## src/rmsl_pkg.sv

```systemverilog
// Constants shared by the serial slave link.
package rmsl_pkg;

  // ----------------------------------------------------------------------
  // Register byte offsets
  // ----------------------------------------------------------------------
  localparam logic [7:0] OFS_CFG     = 8'h00;
  localparam logic [7:0] OFS_WAIT    = 8'h04;
  localparam logic [7:0] OFS_TMO     = 8'h08;
  localparam logic [7:0] OFS_ERRTHR  = 8'h0c;
  localparam logic [7:0] OFS_STATUS  = 8'h10;
  localparam logic [7:0] OFS_MASK    = 8'h14;
  localparam logic [7:0] OFS_RXDATA  = 8'h18;
  localparam logic [7:0] OFS_TXDATA  = 8'h1c;
  localparam logic [7:0] OFS_INFO    = 8'h20;

  // ----------------------------------------------------------------------
  // Field positions and reset values
  // ----------------------------------------------------------------------
  localparam int CFG_PAR_LSB   = 0;
  localparam int CFG_STOP_BIT  = 2;
  localparam int CFG_BAUD_LSB  = 4;
  localparam int CFG_ADDR_LSB  = 8;
  localparam logic [1:0]  PAR_NONE     = 2'h0;
  localparam logic [1:0]  PAR_EVEN     = 2'h1;
  localparam logic [1:0]  PAR_ODD      = 2'h2;
  localparam logic [1:0]  RST_PAR      = 2'h1;
  localparam logic        RST_STOP     = 1'b0;
  localparam logic [2:0]  RST_BAUD     = 3'h0;
  localparam logic [4:0]  RST_ADDR     = 5'h01;
  localparam logic [13:0] RST_WAIT     = 14'h0064;
  localparam logic [13:0] MAX_WAIT     = 14'h2710;
  localparam logic [13:0] RST_TMO      = 14'h0000;
  localparam logic [13:0] MAX_TMO      = 14'h2710;
  localparam logic [3:0]  RST_ERRTHR   = 4'h3;
  localparam logic [3:0]  MIN_ERRTHR   = 4'h1;
  localparam logic [3:0]  MAX_ERRTHR   = 4'ha;
  localparam logic [7:0]  BCAST_ADDR   = 8'h00;
  localparam int ST_RXBYTE = 0;
  localparam int ST_FRAME  = 1;
  localparam int ST_TXDONE = 2;
  localparam int ST_TMO    = 3;
  localparam int ST_ERRALM = 4;
  localparam int ST_CHERR  = 5;
  localparam int ST_W      = 6;

  // ----------------------------------------------------------------------
  // Timing
  // ----------------------------------------------------------------------
  localparam int CLK_PERIOD_NS  = 10;
  localparam int WAIT_STEP_NS   = 100000;
  localparam int MS_NS          = 1000000;
  localparam int CLK_HZ         = 1000000000 / CLK_PERIOD_NS;
  localparam int RATE0 = 9600;
  localparam int RATE1 = 19200;
  localparam int RATE2 = 38400;
  localparam int RATE3 = 57600;
  localparam int RATE4 = 115200;
  localparam logic [7:0]  GAP_BITS  = 8'd39;
  localparam logic [15:0] CRC_INIT  = 16'hffff;
  localparam logic [15:0] CRC_POLY  = 16'ha001;

endpackage

```

## src/rmsl_top.sv

```systemverilog
// Half-duplex serial slave link with RTU framing, APB registers and alarms.
// ------------------------------------------------------------------------
// Functional notes
// - Eight data bits, optional parity, 1-2 stops; code keeps reset framing, even parity and one stop
// - Rate selectable 9600 to 115200 bps; code stays at the reset rate, 9600
// - Parity 0 none, 1 even, 2 odd
// - Stop 0 one bit, 1 two bits
// - Wait before reply in 0.1 ms steps
// - Timeout 0 to 10000 ms, default off
// - Error alarm threshold 1 to 10, default 3
// - Timeout, threshold immediate; framing at power-up; code resets pending copies too, so written framing never takes effect
// - Reply only after a received query
// - Frames follow RTU gap and CRC framing
// - Alarm when message gap exceeds timeout
// - Alarm when error count reaches threshold
// - Broadcast address executed, never answered
// ------------------------------------------------------------------------
//
// Register access over APB and the placing of the registers were chosen for this implementation.
`timescale 1ns/10ps
module rmsl_top
  import rmsl_pkg::*;
#(
  parameter int BAUD_HZ  = CLK_HZ,
  parameter int STEP_CYC = WAIT_STEP_NS / CLK_PERIOD_NS,
  parameter int MS_CYC   = MS_NS / CLK_PERIOD_NS
) (
  input  wire logic        CLK,
  input  wire logic        RST_B,
  input  wire logic        PSEL,
  input  wire logic        PENABLE,
  input  wire logic        PWRITE,
  input  wire logic [7:0]  PADDR,
  input  wire logic [31:0] PWDATA,
  output logic      [31:0] PRDATA,
  output logic             PREADY,
  output logic             PSLVERR,
  input  wire logic        RX_IN,
  output logic             TX_OUT,
  output logic             TX_EN,
  output logic             IRQ
);

  typedef enum logic [4:0] {
    RX_IDLE = 5'h01, RX_START = 5'h02, RX_DATA = 5'h04,
    RX_PAR  = 5'h08, RX_STOP  = 5'h10
  } rmsl_rx_e;
  typedef enum logic [5:0] {
    TX_IDLE = 6'h01, TX_START = 6'h02, TX_DATA = 6'h04,
    TX_PAR  = 6'h08, TX_STOP  = 6'h10, TX_STOP2 = 6'h20
  } rmsl_tx_e;

  // ----------------------------------------------------------------------
  // Functions
  // ----------------------------------------------------------------------
  function automatic logic [15:0] baud_div(input logic [2:0] sel);
    int rate;
    rate = RATE0;
    case (sel)
      3'h1:    rate = RATE1;
      3'h2:    rate = RATE2;
      3'h3:    rate = RATE3;
      3'h4:    rate = RATE4;
      default: rate = RATE0;
    endcase
    return 16'(BAUD_HZ / rate);
  endfunction

  function automatic logic [15:0] crc_step(input logic [15:0] c,
                                           input logic [7:0]  d);
    logic [15:0] r;
    r = c ^ {8'h00, d};
    for (int i = 0; i < 8; i++) begin
      r = r[0] ? ((r >> 1) ^ CRC_POLY) : (r >> 1);
    end
    return r;
  endfunction

  function automatic logic par_bit(input logic [1:0] mode,
                                   input logic [7:0] d);
    return (mode == PAR_ODD) ? ~^d : ^d;
  endfunction

  // ----------------------------------------------------------------------
  // Register state
  // ----------------------------------------------------------------------
  logic [1:0]  par_pend_ff, par_ff;
  logic        stop_pend_ff, stop_ff;
  logic [2:0]  baud_pend_ff, baud_ff;
  logic [4:0]  addr_pend_ff, addr_ff;
  logic [13:0] wait_pend_ff, wait_ff, tmo_ff;
  logic [3:0]  thr_ff, err_cnt_ff;
  logic [ST_W-1:0] status_ff, mask_ff, nxt_status, st_set, st_clr;
  logic        boot_ff, pready_ff, slverr_ff, irq_ff;
  logic [31:0] prdata_ff;
  logic [7:0]  rxdata_ff, tx_hold_ff;
  logic        rx_valid_ff, rx_first_ff, tx_full_ff;

  // ----------------------------------------------------------------------
  // APB decode
  // ----------------------------------------------------------------------
  wire access  = PSEL & PENABLE & pready_ff;
  wire wr      = access & PWRITE;
  wire rd      = access & ~PWRITE;
  wire a_cfg   = PADDR == OFS_CFG;
  wire a_wait  = PADDR == OFS_WAIT;
  wire a_tmo   = PADDR == OFS_TMO;
  wire a_thr   = PADDR == OFS_ERRTHR;
  wire a_stat  = PADDR == OFS_STATUS;
  wire a_mask  = PADDR == OFS_MASK;
  wire a_rx    = PADDR == OFS_RXDATA;
  wire a_tx    = PADDR == OFS_TXDATA;
  wire a_info  = PADDR == OFS_INFO;
  wire mapped  = a_cfg | a_wait | a_tmo | a_thr | a_stat | a_mask |
                 a_rx | a_tx | a_info;
  // Out-of-range settings are clamped on use, never stored differently
  wire [3:0] thr_use = (thr_ff < MIN_ERRTHR) ? MIN_ERRTHR :
                       (thr_ff > MAX_ERRTHR) ? MAX_ERRTHR : thr_ff;
  wire [13:0] tmo_use  = (tmo_ff > MAX_TMO) ? MAX_TMO : tmo_ff;
  wire [13:0] wait_use = (wait_ff > MAX_WAIT) ? MAX_WAIT : wait_ff;
  logic bcast_ff, crc_ok_ff;
  wire [31:0] rd_mux =
    a_cfg  ? {19'h0, addr_pend_ff, 1'b0, baud_pend_ff, 1'b0,
              stop_pend_ff, par_pend_ff} :
    a_wait ? {18'h0, wait_pend_ff} :
    a_tmo  ? {18'h0, tmo_ff} :
    a_thr  ? {28'h0, thr_ff} :
    a_stat ? {26'h0, status_ff} :
    a_mask ? {26'h0, mask_ff} :
    a_rx   ? {22'h0, rx_first_ff, rx_valid_ff, rxdata_ff} :
    a_tx   ? {23'h0, tx_full_ff, tx_hold_ff} :
    a_info ? {26'h0, crc_ok_ff, bcast_ff, err_cnt_ff} : 32'h0;

  always_ff @(posedge CLK or negedge RST_B) begin
    if (!RST_B) begin
      pready_ff <= 1'b0;
      slverr_ff <= 1'b0;
      prdata_ff <= 32'h0;
    end else begin
      pready_ff <= PSEL & PENABLE & ~pready_ff;
      slverr_ff <= PSEL & PENABLE & ~pready_ff & ~mapped;
      prdata_ff <= (PSEL & PENABLE & ~pready_ff & ~PWRITE) ? rd_mux : 32'h0;
    end
  end

  // Pending copies are written now; active copies load only at power-up
  always_ff @(posedge CLK or negedge RST_B) begin
    if (!RST_B) begin
      par_pend_ff  <= RST_PAR;
      stop_pend_ff <= RST_STOP;
      baud_pend_ff <= RST_BAUD;
      addr_pend_ff <= RST_ADDR;
      wait_pend_ff <= RST_WAIT;
      tmo_ff       <= RST_TMO;
      thr_ff       <= RST_ERRTHR;
      mask_ff      <= '0;
    end else begin
      if (wr & a_cfg) begin
        par_pend_ff  <= PWDATA[CFG_PAR_LSB +: 2];
        stop_pend_ff <= PWDATA[CFG_STOP_BIT];
        baud_pend_ff <= PWDATA[CFG_BAUD_LSB +: 3];
        addr_pend_ff <= PWDATA[CFG_ADDR_LSB +: 5];
      end
      if (wr & a_wait) wait_pend_ff <= PWDATA[13:0];
      if (wr & a_tmo)  tmo_ff <= PWDATA[13:0];
      if (wr & a_thr)  thr_ff <= PWDATA[3:0];
      if (wr & a_mask) mask_ff <= PWDATA[ST_W-1:0];
    end
  end

  always_ff @(posedge CLK or negedge RST_B) begin
    if (!RST_B) begin
      boot_ff <= 1'b1;
      par_ff  <= RST_PAR;
      stop_ff <= RST_STOP;
      baud_ff <= RST_BAUD;
      addr_ff <= RST_ADDR;
      wait_ff <= RST_WAIT;
    end else begin
      boot_ff <= 1'b0;
      if (boot_ff) begin
        par_ff  <= par_pend_ff;
        stop_ff <= stop_pend_ff;
        baud_ff <= baud_pend_ff;
        addr_ff <= addr_pend_ff;
        wait_ff <= wait_pend_ff;
      end
    end
  end

  // ----------------------------------------------------------------------
  // Receiver
  // ----------------------------------------------------------------------
  logic       rx_s1_ff, rx_s2_ff;
  rmsl_rx_e   rx_st_ff;
  logic [15:0] rx_cnt_ff, crc_ff;
  logic [2:0] rx_bit_ff;
  logic [7:0] rx_sh_ff, gap_ff;
  logic [15:0] gap_cyc_ff;
  logic       rx_perr_ff, in_frame_ff, match_ff, first_ff;
  wire [15:0] div_rx   = baud_div(baud_ff);
  wire        rx_tick  = rx_cnt_ff == 16'h0;
  wire        rx_done  = (rx_st_ff == RX_STOP) & rx_tick;
  wire        ch_err   = rx_done & (~rx_s2_ff | rx_perr_ff);
  wire [7:0]  rx_byte  = rx_sh_ff;
  wire        addr_hit = (rx_byte == {3'h0, addr_ff}) |
                         (rx_byte == BCAST_ADDR);
  wire        keep_byte = rx_done & ~ch_err & (first_ff ? addr_hit : match_ff);
  wire        gap_end  = in_frame_ff & (gap_ff == GAP_BITS);
  wire        frame_ok = gap_end & match_ff & (crc_ff == 16'h0);
  wire        frame_bad = gap_end & match_ff & (crc_ff != 16'h0);

  always_ff @(posedge CLK or negedge RST_B) begin
    if (!RST_B) begin
      rx_s1_ff <= 1'b1;
      rx_s2_ff <= 1'b1;
    end else begin
      rx_s1_ff <= RX_IN;
      rx_s2_ff <= rx_s1_ff;
    end
  end

  always_ff @(posedge CLK or negedge RST_B) begin
    if (!RST_B) begin
      rx_st_ff   <= RX_IDLE;
      rx_cnt_ff  <= 16'h0;
      rx_bit_ff  <= 3'h0;
      rx_sh_ff   <= 8'h0;
      rx_perr_ff <= 1'b0;
    end else begin
      rx_cnt_ff <= rx_tick ? div_rx - 16'h1 : rx_cnt_ff - 16'h1;
      case (rx_st_ff)
        RX_IDLE: begin
          if (!rx_s2_ff) begin
            rx_st_ff   <= RX_START;
            rx_cnt_ff  <= {1'b0, div_rx[15:1]};
            rx_perr_ff <= 1'b0;
          end
        end
        RX_START: if (rx_tick) begin
          rx_st_ff  <= rx_s2_ff ? RX_IDLE : RX_DATA;
          rx_bit_ff <= 3'h0;
        end
        RX_DATA: if (rx_tick) begin
          rx_sh_ff  <= {rx_s2_ff, rx_sh_ff[7:1]};
          rx_bit_ff <= rx_bit_ff + 3'h1;
          if (rx_bit_ff == 3'h7) begin
            rx_st_ff <= (par_ff == PAR_NONE) ? RX_STOP : RX_PAR;
          end
        end
        RX_PAR: if (rx_tick) begin
          rx_perr_ff <= rx_s2_ff != par_bit(par_ff, rx_sh_ff);
          rx_st_ff   <= RX_STOP;
        end
        RX_STOP: if (rx_tick) rx_st_ff <= RX_IDLE;
        default: rx_st_ff <= RX_IDLE;
      endcase
    end
  end

  // Silence of about 3.5 characters closes a frame
  always_ff @(posedge CLK or negedge RST_B) begin
    if (!RST_B) begin
      gap_cyc_ff  <= 16'h0;
      gap_ff      <= 8'h0;
      in_frame_ff <= 1'b0;
      first_ff    <= 1'b1;
      match_ff    <= 1'b0;
      bcast_ff    <= 1'b0;
      crc_ff      <= CRC_INIT;
      crc_ok_ff   <= 1'b0;
    end else begin
      if (rx_st_ff != RX_IDLE || !rx_s2_ff) begin
        gap_cyc_ff <= 16'h0;
        gap_ff     <= 8'h0;
      end else if (gap_cyc_ff >= div_rx - 16'h1) begin
        gap_cyc_ff <= 16'h0;
        if (gap_ff != GAP_BITS) gap_ff <= gap_ff + 8'h1;
      end else begin
        gap_cyc_ff <= gap_cyc_ff + 16'h1;
      end
      if (rx_done) begin
        in_frame_ff <= 1'b1;
        first_ff    <= 1'b0;
        if (first_ff) begin
          match_ff <= addr_hit & ~ch_err;
          bcast_ff <= rx_byte == BCAST_ADDR;
        end
        if (ch_err) match_ff <= 1'b0;
        crc_ff <= crc_step(first_ff ? CRC_INIT : crc_ff, rx_byte);
      end
      if (gap_end) begin
        in_frame_ff <= 1'b0;
        first_ff    <= 1'b1;
        match_ff    <= 1'b0;
        crc_ok_ff   <= frame_ok;
      end
    end
  end

  // ----------------------------------------------------------------------
  // Reply wait, timeout and error count
  // ----------------------------------------------------------------------
  logic [15:0] step_cnt_ff;
  logic [31:0] ms_pre_ff;
  logic [13:0] wait_cnt_ff, tmo_cnt_ff;
  logic        reply_ok_ff, tmo_fired_ff;
  wire step_tick = step_cnt_ff == 16'(STEP_CYC - 1);
  wire ms_tick   = ms_pre_ff == 32'(MS_CYC - 1);
  wire tx_go;
  wire tmo_evt = (tmo_use != 14'h0) & ~tmo_fired_ff &
                 (tmo_cnt_ff >= tmo_use) & ms_tick;
  wire err_evt = ch_err | frame_bad;
  wire err_alm = err_evt & (err_cnt_ff + 4'h1 == thr_use);

  always_ff @(posedge CLK or negedge RST_B) begin
    if (!RST_B) begin
      step_cnt_ff  <= 16'h0;
      ms_pre_ff    <= 32'h0;
      wait_cnt_ff  <= 14'h0;
      tmo_cnt_ff   <= 14'h0;
      reply_ok_ff  <= 1'b0;
      tmo_fired_ff <= 1'b0;
      err_cnt_ff   <= 4'h0;
    end else begin
      step_cnt_ff <= step_tick ? 16'h0 : step_cnt_ff + 16'h1;
      ms_pre_ff   <= ms_tick ? 32'h0 : ms_pre_ff + 32'h1;
      if (frame_ok) begin
        reply_ok_ff  <= ~bcast_ff;
        wait_cnt_ff  <= wait_use;
        step_cnt_ff  <= 16'h0;
        tmo_cnt_ff   <= 14'h0;
        tmo_fired_ff <= 1'b0;
      end else begin
        if (rx_done) reply_ok_ff <= 1'b0;
        if (step_tick && wait_cnt_ff != 14'h0) begin
          wait_cnt_ff <= wait_cnt_ff - 14'h1;
        end
        if (ms_tick && tmo_cnt_ff != MAX_TMO) begin
          tmo_cnt_ff <= tmo_cnt_ff + 14'h1;
        end
        if (tmo_evt) tmo_fired_ff <= 1'b1;
      end
      if (wr & a_info) err_cnt_ff <= 4'h0;
      else if (err_evt && err_cnt_ff != MAX_ERRTHR) begin
        err_cnt_ff <= err_cnt_ff + 4'h1;
      end
    end
  end

  // ----------------------------------------------------------------------
  // Transmitter
  // ----------------------------------------------------------------------
  rmsl_tx_e   tx_st_ff;
  logic [15:0] tx_cnt_ff;
  logic [2:0] tx_bit_ff;
  logic [7:0] tx_sh_ff;
  logic       tx_ff, de_ff;
  wire [15:0] div_tx  = baud_div(baud_ff);
  wire        tx_tick = tx_cnt_ff == 16'h0;
  wire        tx_last = tx_tick & ((tx_st_ff == TX_STOP2) |
                        ((tx_st_ff == TX_STOP) & ~stop_ff));
  // Reply held back until the wait has run out and the line is quiet
  assign tx_go = (tx_st_ff == TX_IDLE) & tx_full_ff & reply_ok_ff &
                 (wait_cnt_ff == 14'h0) & ~in_frame_ff;
  wire tx_wr = wr & a_tx & ~tx_full_ff & ~bcast_ff;

  always_ff @(posedge CLK or negedge RST_B) begin
    if (!RST_B) begin
      tx_st_ff   <= TX_IDLE;
      tx_cnt_ff  <= 16'h0;
      tx_bit_ff  <= 3'h0;
      tx_sh_ff   <= 8'h0;
      tx_ff      <= 1'b1;
      de_ff      <= 1'b0;
      tx_hold_ff <= 8'h0;
      tx_full_ff <= 1'b0;
    end else begin
      tx_cnt_ff <= tx_tick ? div_tx - 16'h1 : tx_cnt_ff - 16'h1;
      if (tx_wr) begin
        tx_hold_ff <= PWDATA[7:0];
        tx_full_ff <= 1'b1;
      end
      case (tx_st_ff)
        TX_IDLE: if (tx_go) begin
          tx_st_ff   <= TX_START;
          tx_sh_ff   <= tx_hold_ff;
          tx_full_ff <= 1'b0;
          tx_cnt_ff  <= div_tx - 16'h1;
          tx_ff      <= 1'b0;
          de_ff      <= 1'b1;
        end
        TX_START: if (tx_tick) begin
          tx_st_ff  <= TX_DATA;
          tx_bit_ff <= 3'h0;
          tx_ff     <= tx_sh_ff[0];
        end
        TX_DATA: if (tx_tick) begin
          tx_bit_ff <= tx_bit_ff + 3'h1;
          if (tx_bit_ff == 3'h7) begin
            tx_st_ff <= (par_ff == PAR_NONE) ? TX_STOP : TX_PAR;
            tx_ff    <= (par_ff == PAR_NONE) ? 1'b1 :
                        par_bit(par_ff, tx_sh_ff);
          end else begin
            tx_ff <= tx_sh_ff[tx_bit_ff + 3'h1];
          end
        end
        TX_PAR: if (tx_tick) begin
          tx_st_ff <= TX_STOP;
          tx_ff    <= 1'b1;
        end
        TX_STOP: if (tx_tick) begin
          tx_st_ff <= stop_ff ? TX_STOP2 : TX_IDLE;
          de_ff    <= stop_ff;
        end
        TX_STOP2: if (tx_tick) begin
          tx_st_ff <= TX_IDLE;
          de_ff    <= 1'b0;
        end
        default: tx_st_ff <= TX_IDLE;
      endcase
    end
  end

  // ----------------------------------------------------------------------
  // Receive data, status and interrupt
  // ----------------------------------------------------------------------
  // Only bits actually returned by the read are cleared, so a late event
  // between capture and completion survives
  assign st_set = {ch_err, err_alm, tmo_evt, tx_last, frame_ok, keep_byte};
  assign st_clr = (rd & a_stat) ? prdata_ff[ST_W-1:0] : '0;
  assign nxt_status = (status_ff & ~st_clr) | st_set;

  always_ff @(posedge CLK or negedge RST_B) begin
    if (!RST_B) begin
      status_ff   <= '0;
      irq_ff      <= 1'b0;
      rxdata_ff   <= 8'h0;
      rx_valid_ff <= 1'b0;
      rx_first_ff <= 1'b0;
    end else begin
      status_ff <= nxt_status;
      irq_ff    <= |(nxt_status & mask_ff);
      if (keep_byte) begin
        rxdata_ff   <= rx_byte;
        rx_valid_ff <= 1'b1;
        rx_first_ff <= first_ff;
      end else if (rd & a_rx & prdata_ff[8]) begin
        rx_valid_ff <= 1'b0;
      end
    end
  end

  assign PRDATA  = prdata_ff;
  assign PREADY  = pready_ff;
  assign PSLVERR = slverr_ff;
  assign TX_OUT  = tx_ff;
  assign TX_EN   = de_ff;
  assign IRQ     = irq_ff;

endmodule

```

## config.mk

```make
export PLATFORM = sky130hd
export DESIGN_NAME = rmsl_top
export DESIGN_NICKNAME = d
export VERILOG_FILES = /design/src/rmsl_pkg.sv /design/src/rmsl_top.sv
export SDC_FILE = /design/constraint.sdc
export NUM_CORES = 1
export LEC_CHECK = 0
export ABC_CLOCK_PERIOD_IN_PS = 156600
export BUFFER_PORTS_ARGS = -buffer_cell sky130_fd_sc_hd__buf_2
export CORE_ASPECT_RATIO = 1.75
export CORE_MARGIN = 1.5
export CORE_UTILIZATION = 60
export DETAILED_ROUTE_END_ITERATION = 10
export PLACE_DENSITY = 0.73
export SYNTH_ARGS = -nofsm -noshare
export SYNTH_HDL_FRONTEND = slang
export SYNTH_SLANG_ARGS = --single-unit
export TNS_END_PERCENT = 50
```

## constraint.sdc

```tcl
create_clock -name CLK -period 156.6 [get_ports CLK]
set_input_delay 7.83 -clock CLK [delete_from_list [all_inputs] [get_ports CLK]]
set_output_delay 7.83 -clock CLK [all_outputs]
set_load 0.01 [all_outputs]
```

==> results.json <==
{
  "stdcell_area_um2": 29100,
  "netlist_area_um2": 27500,
  "path_clk_slew_ps": 80,
  "fin_ws_ps": 93490,
  "utilization": 0.646,
  "layout_common_cells": "nand2_1, nor2_1, dfrtp_1",
  "die_h_um": 286,
  "post_dp_cell_area_um2": 28200,
  "holdPathStages": 0,
  "nets": 3526,
  "cts_resized": 0,
  "rsz0062_at_grt": "no",
  "cp_common_cell": "a21oi_1",
  "synth_seq_cells": 314,
  "slew_headroom": 0.257,
  "grt_max_degree": 102,
  "io_buffer_count": 46,
  "syn_inst": 3277,
  "ys_types": 132,
  "worstSkewPairLatency_ps": 560,
  "core-area_um2": 45100,
  "grt_pass1_vias": 25700,
  "worstMarginPinSlew_ps": 1110,
  "cts_tree": "yes",
  "finalCritPeriodShare": 0.403,
  "routed_wirelength_mm": 79.8,
  "drive_above_1_share": 0.114,
  "fillCellCount": 3915,
  "seq_area_frac_synth": 0.288,
  "rr_worst_depth": 262,
  "dieArea_um2": 47100,
  "fp.dieW_um": 165,
  "clock_skew_ps": 19.1,
  "critPathBufInv": 19,
  "r2r_start": "baud_ff[1]",
  "r2r_end": "gap_ff[7]",
  "synth_area_per_cell_um2": 8.39,
  "htreeDepth": 1,
  "numCtsBuffers": 26,
  "postCtsSetupRepairBufs": 0,
  "clockBufferDepth": 3,
  "grt_usage": 0.342,
  "ios": 83,
  "antenna_found_initial": 2,
  "cp_max_fo": 32,
  "first_pass_iters": 7,
  "synth_flop_cell": "dfrtp_1",
  "end_kind": "flip-flop",
  "final_common_cell": "nand2_1",
  "antenna_cells": 0,
  "place.detailed.hpwl_mm": 61.1,
  "fmax_mhz": 15.8,
  "place.gp.congestion": 0.962,
  "hp-class": "reg -> reg",
  "grt_pass1_wl_mm": 130,
  "status": "finished, final reports clean",
  "yosysWarningCount": 0,
  "cp.required_ps": 157040,
  "path_class": "reg -> reg",
  "fin_crit_ps": 63110,
  "start_kind": "flip-flop",
  "area_growth_pct": 6.00,
  "drv_slew": 0,
  "rrSetupSlack_ps": 93490,
  "wl_per_cell_um": 20.6,
  "globalRouteOverflowTotal": 0,
  "cts_sinks": 314,
  "rows": 103,
  "slowest_stage": "o21ai_1",
  "tns_ps": 0,
  "pre_cts_ws_ps": 94640,
  "drc": 0,
  "cts_root_buf": "clkbuf_16",
  "initial_core_util": 0.609,
  "crit_family": "compound AO/OA/AOI/OAI gates",
  "avgViaCountPerCell": 6.54,
  "route.antenna.remaining_nets": 0,
  "holdBufCountCts": 0,
  "holdPathEnd": "rx_s2_ff",
  "hold_path_startpoint": "rx_s1_ff",
  "synthArstFlopShare": 1.00,
  "hold_viol": 0,
  "maxCapViolations": 0,
  "dr.first_iter.drc_count": 1578,
  "finalSetupViolCount": 0,
  "vias": 25400,
  "worst_ep_arrival_time_ps": 63550,
  "synth-edff-count": 0,
  "slowest_delay_ps": 740
}
final cells by class:
| class | count | area (um2) | area share |
|---|---|---|---|
| sequential | 314 | 7900 | 0.271 |
| clock buffer | 31 | 699 | 0.0240 |
| inverter | 95 | 362 | 0.0124 |
| clock inverter | 17 | 219 | 0.00752 |
| multi-input combinational | 2765 | 18700 | 0.643 |
| tap | 577 | 722 | 0.0248 |
| timing repair buffer | 81 | 503 | 0.0173 |
metal layers:
metal / track usage / share of wire
met1: 0.351 / 0.35
met3: 0.0369 / 0.044
met5: 0 / 0.00018
met2: 0.642 / 0.53
met4: 0.222 / 0.072
Yosys cell counts (36+ instances only):
library cell	instances	area [um2]
nand2_1	330	1240
nor2_1	330	1240
dfrtp_1	279	6980
a21oi_1	242	1210
ha_1	197	2460
o21ai_0	197	986
xnor2_1	172	1510
mux2_2	110	1240
nand3_1	105	526
xor2_1	103	902
inv_1	87	327
nor3_1	84	420
clkbuf_1	82	308
nand4_1	48	300
a21o_1	47	353
nor2b_1	47	294
nand2b_1	40	250
nor4_1	37	231
and3_1	36	225
or3_1	36	225
worst max path at each step:
stage          startpoint   endpoint  cells after the start  slack [ps]
2_1_floorplan  baud_ff[1]  gap_ff[7]                    287      104680
5_1_grt        baud_ff[1]  gap_ff[7]                    264       88380
4_1_cts        baud_ff[1]  gap_ff[7]                    262       94400
3_5_place_dp   baud_ff[1]  gap_ff[7]                    262       94640
6_report       baud_ff[1]  gap_ff[7]                    262       93490
3_3_place_gp   baud_ff[1]  gap_ff[7]                    261       95850
state kept, by name (all words and copies together) (netlist names), 14 cells and up:
signal	count
step_cnt_ff	16
gap_cyc_ff	16
tx_cnt_ff	16
tmo_cnt_ff	14
crc_ff	16
PRDATA	14
rx_cnt_ff	16
wait_pend_ff	14
tmo_ff	14
wait_cnt_ff	14
ms_pre_ff	32
wait_ff	14
cell families (layout without fill, tap and decap cells):
group	after synthesis	in the layout	synth area share
buffers and inverters	222	224	0.0351
flip-flops	314	314	0.288
adder cells (fa/ha/maj)	198	198	0.0901
multiplexers	136	136	0.0556
AO/OA/AOI/OAI	889	889	0.218
XOR/XNOR	277	277	0.0888
AND/OR/NAND/NOR	1239	1239	0.225
other	2	26	0.000273
stage by stage:
| stage | std cells | hold WS [ps] |
|---|---|---|
| CTS | 3880 | 401 |
| finish | 3880 | 403 |
| detailed placement | 3832 | 383 |
| floorplan | 3301 | 345 |
| global route | 3880 | 400 |
| global placement | 3832 | 389 |
Power is not shown: default switching activity piles up to over one toggle a cycle in this logic, so the estimate is an artifact.
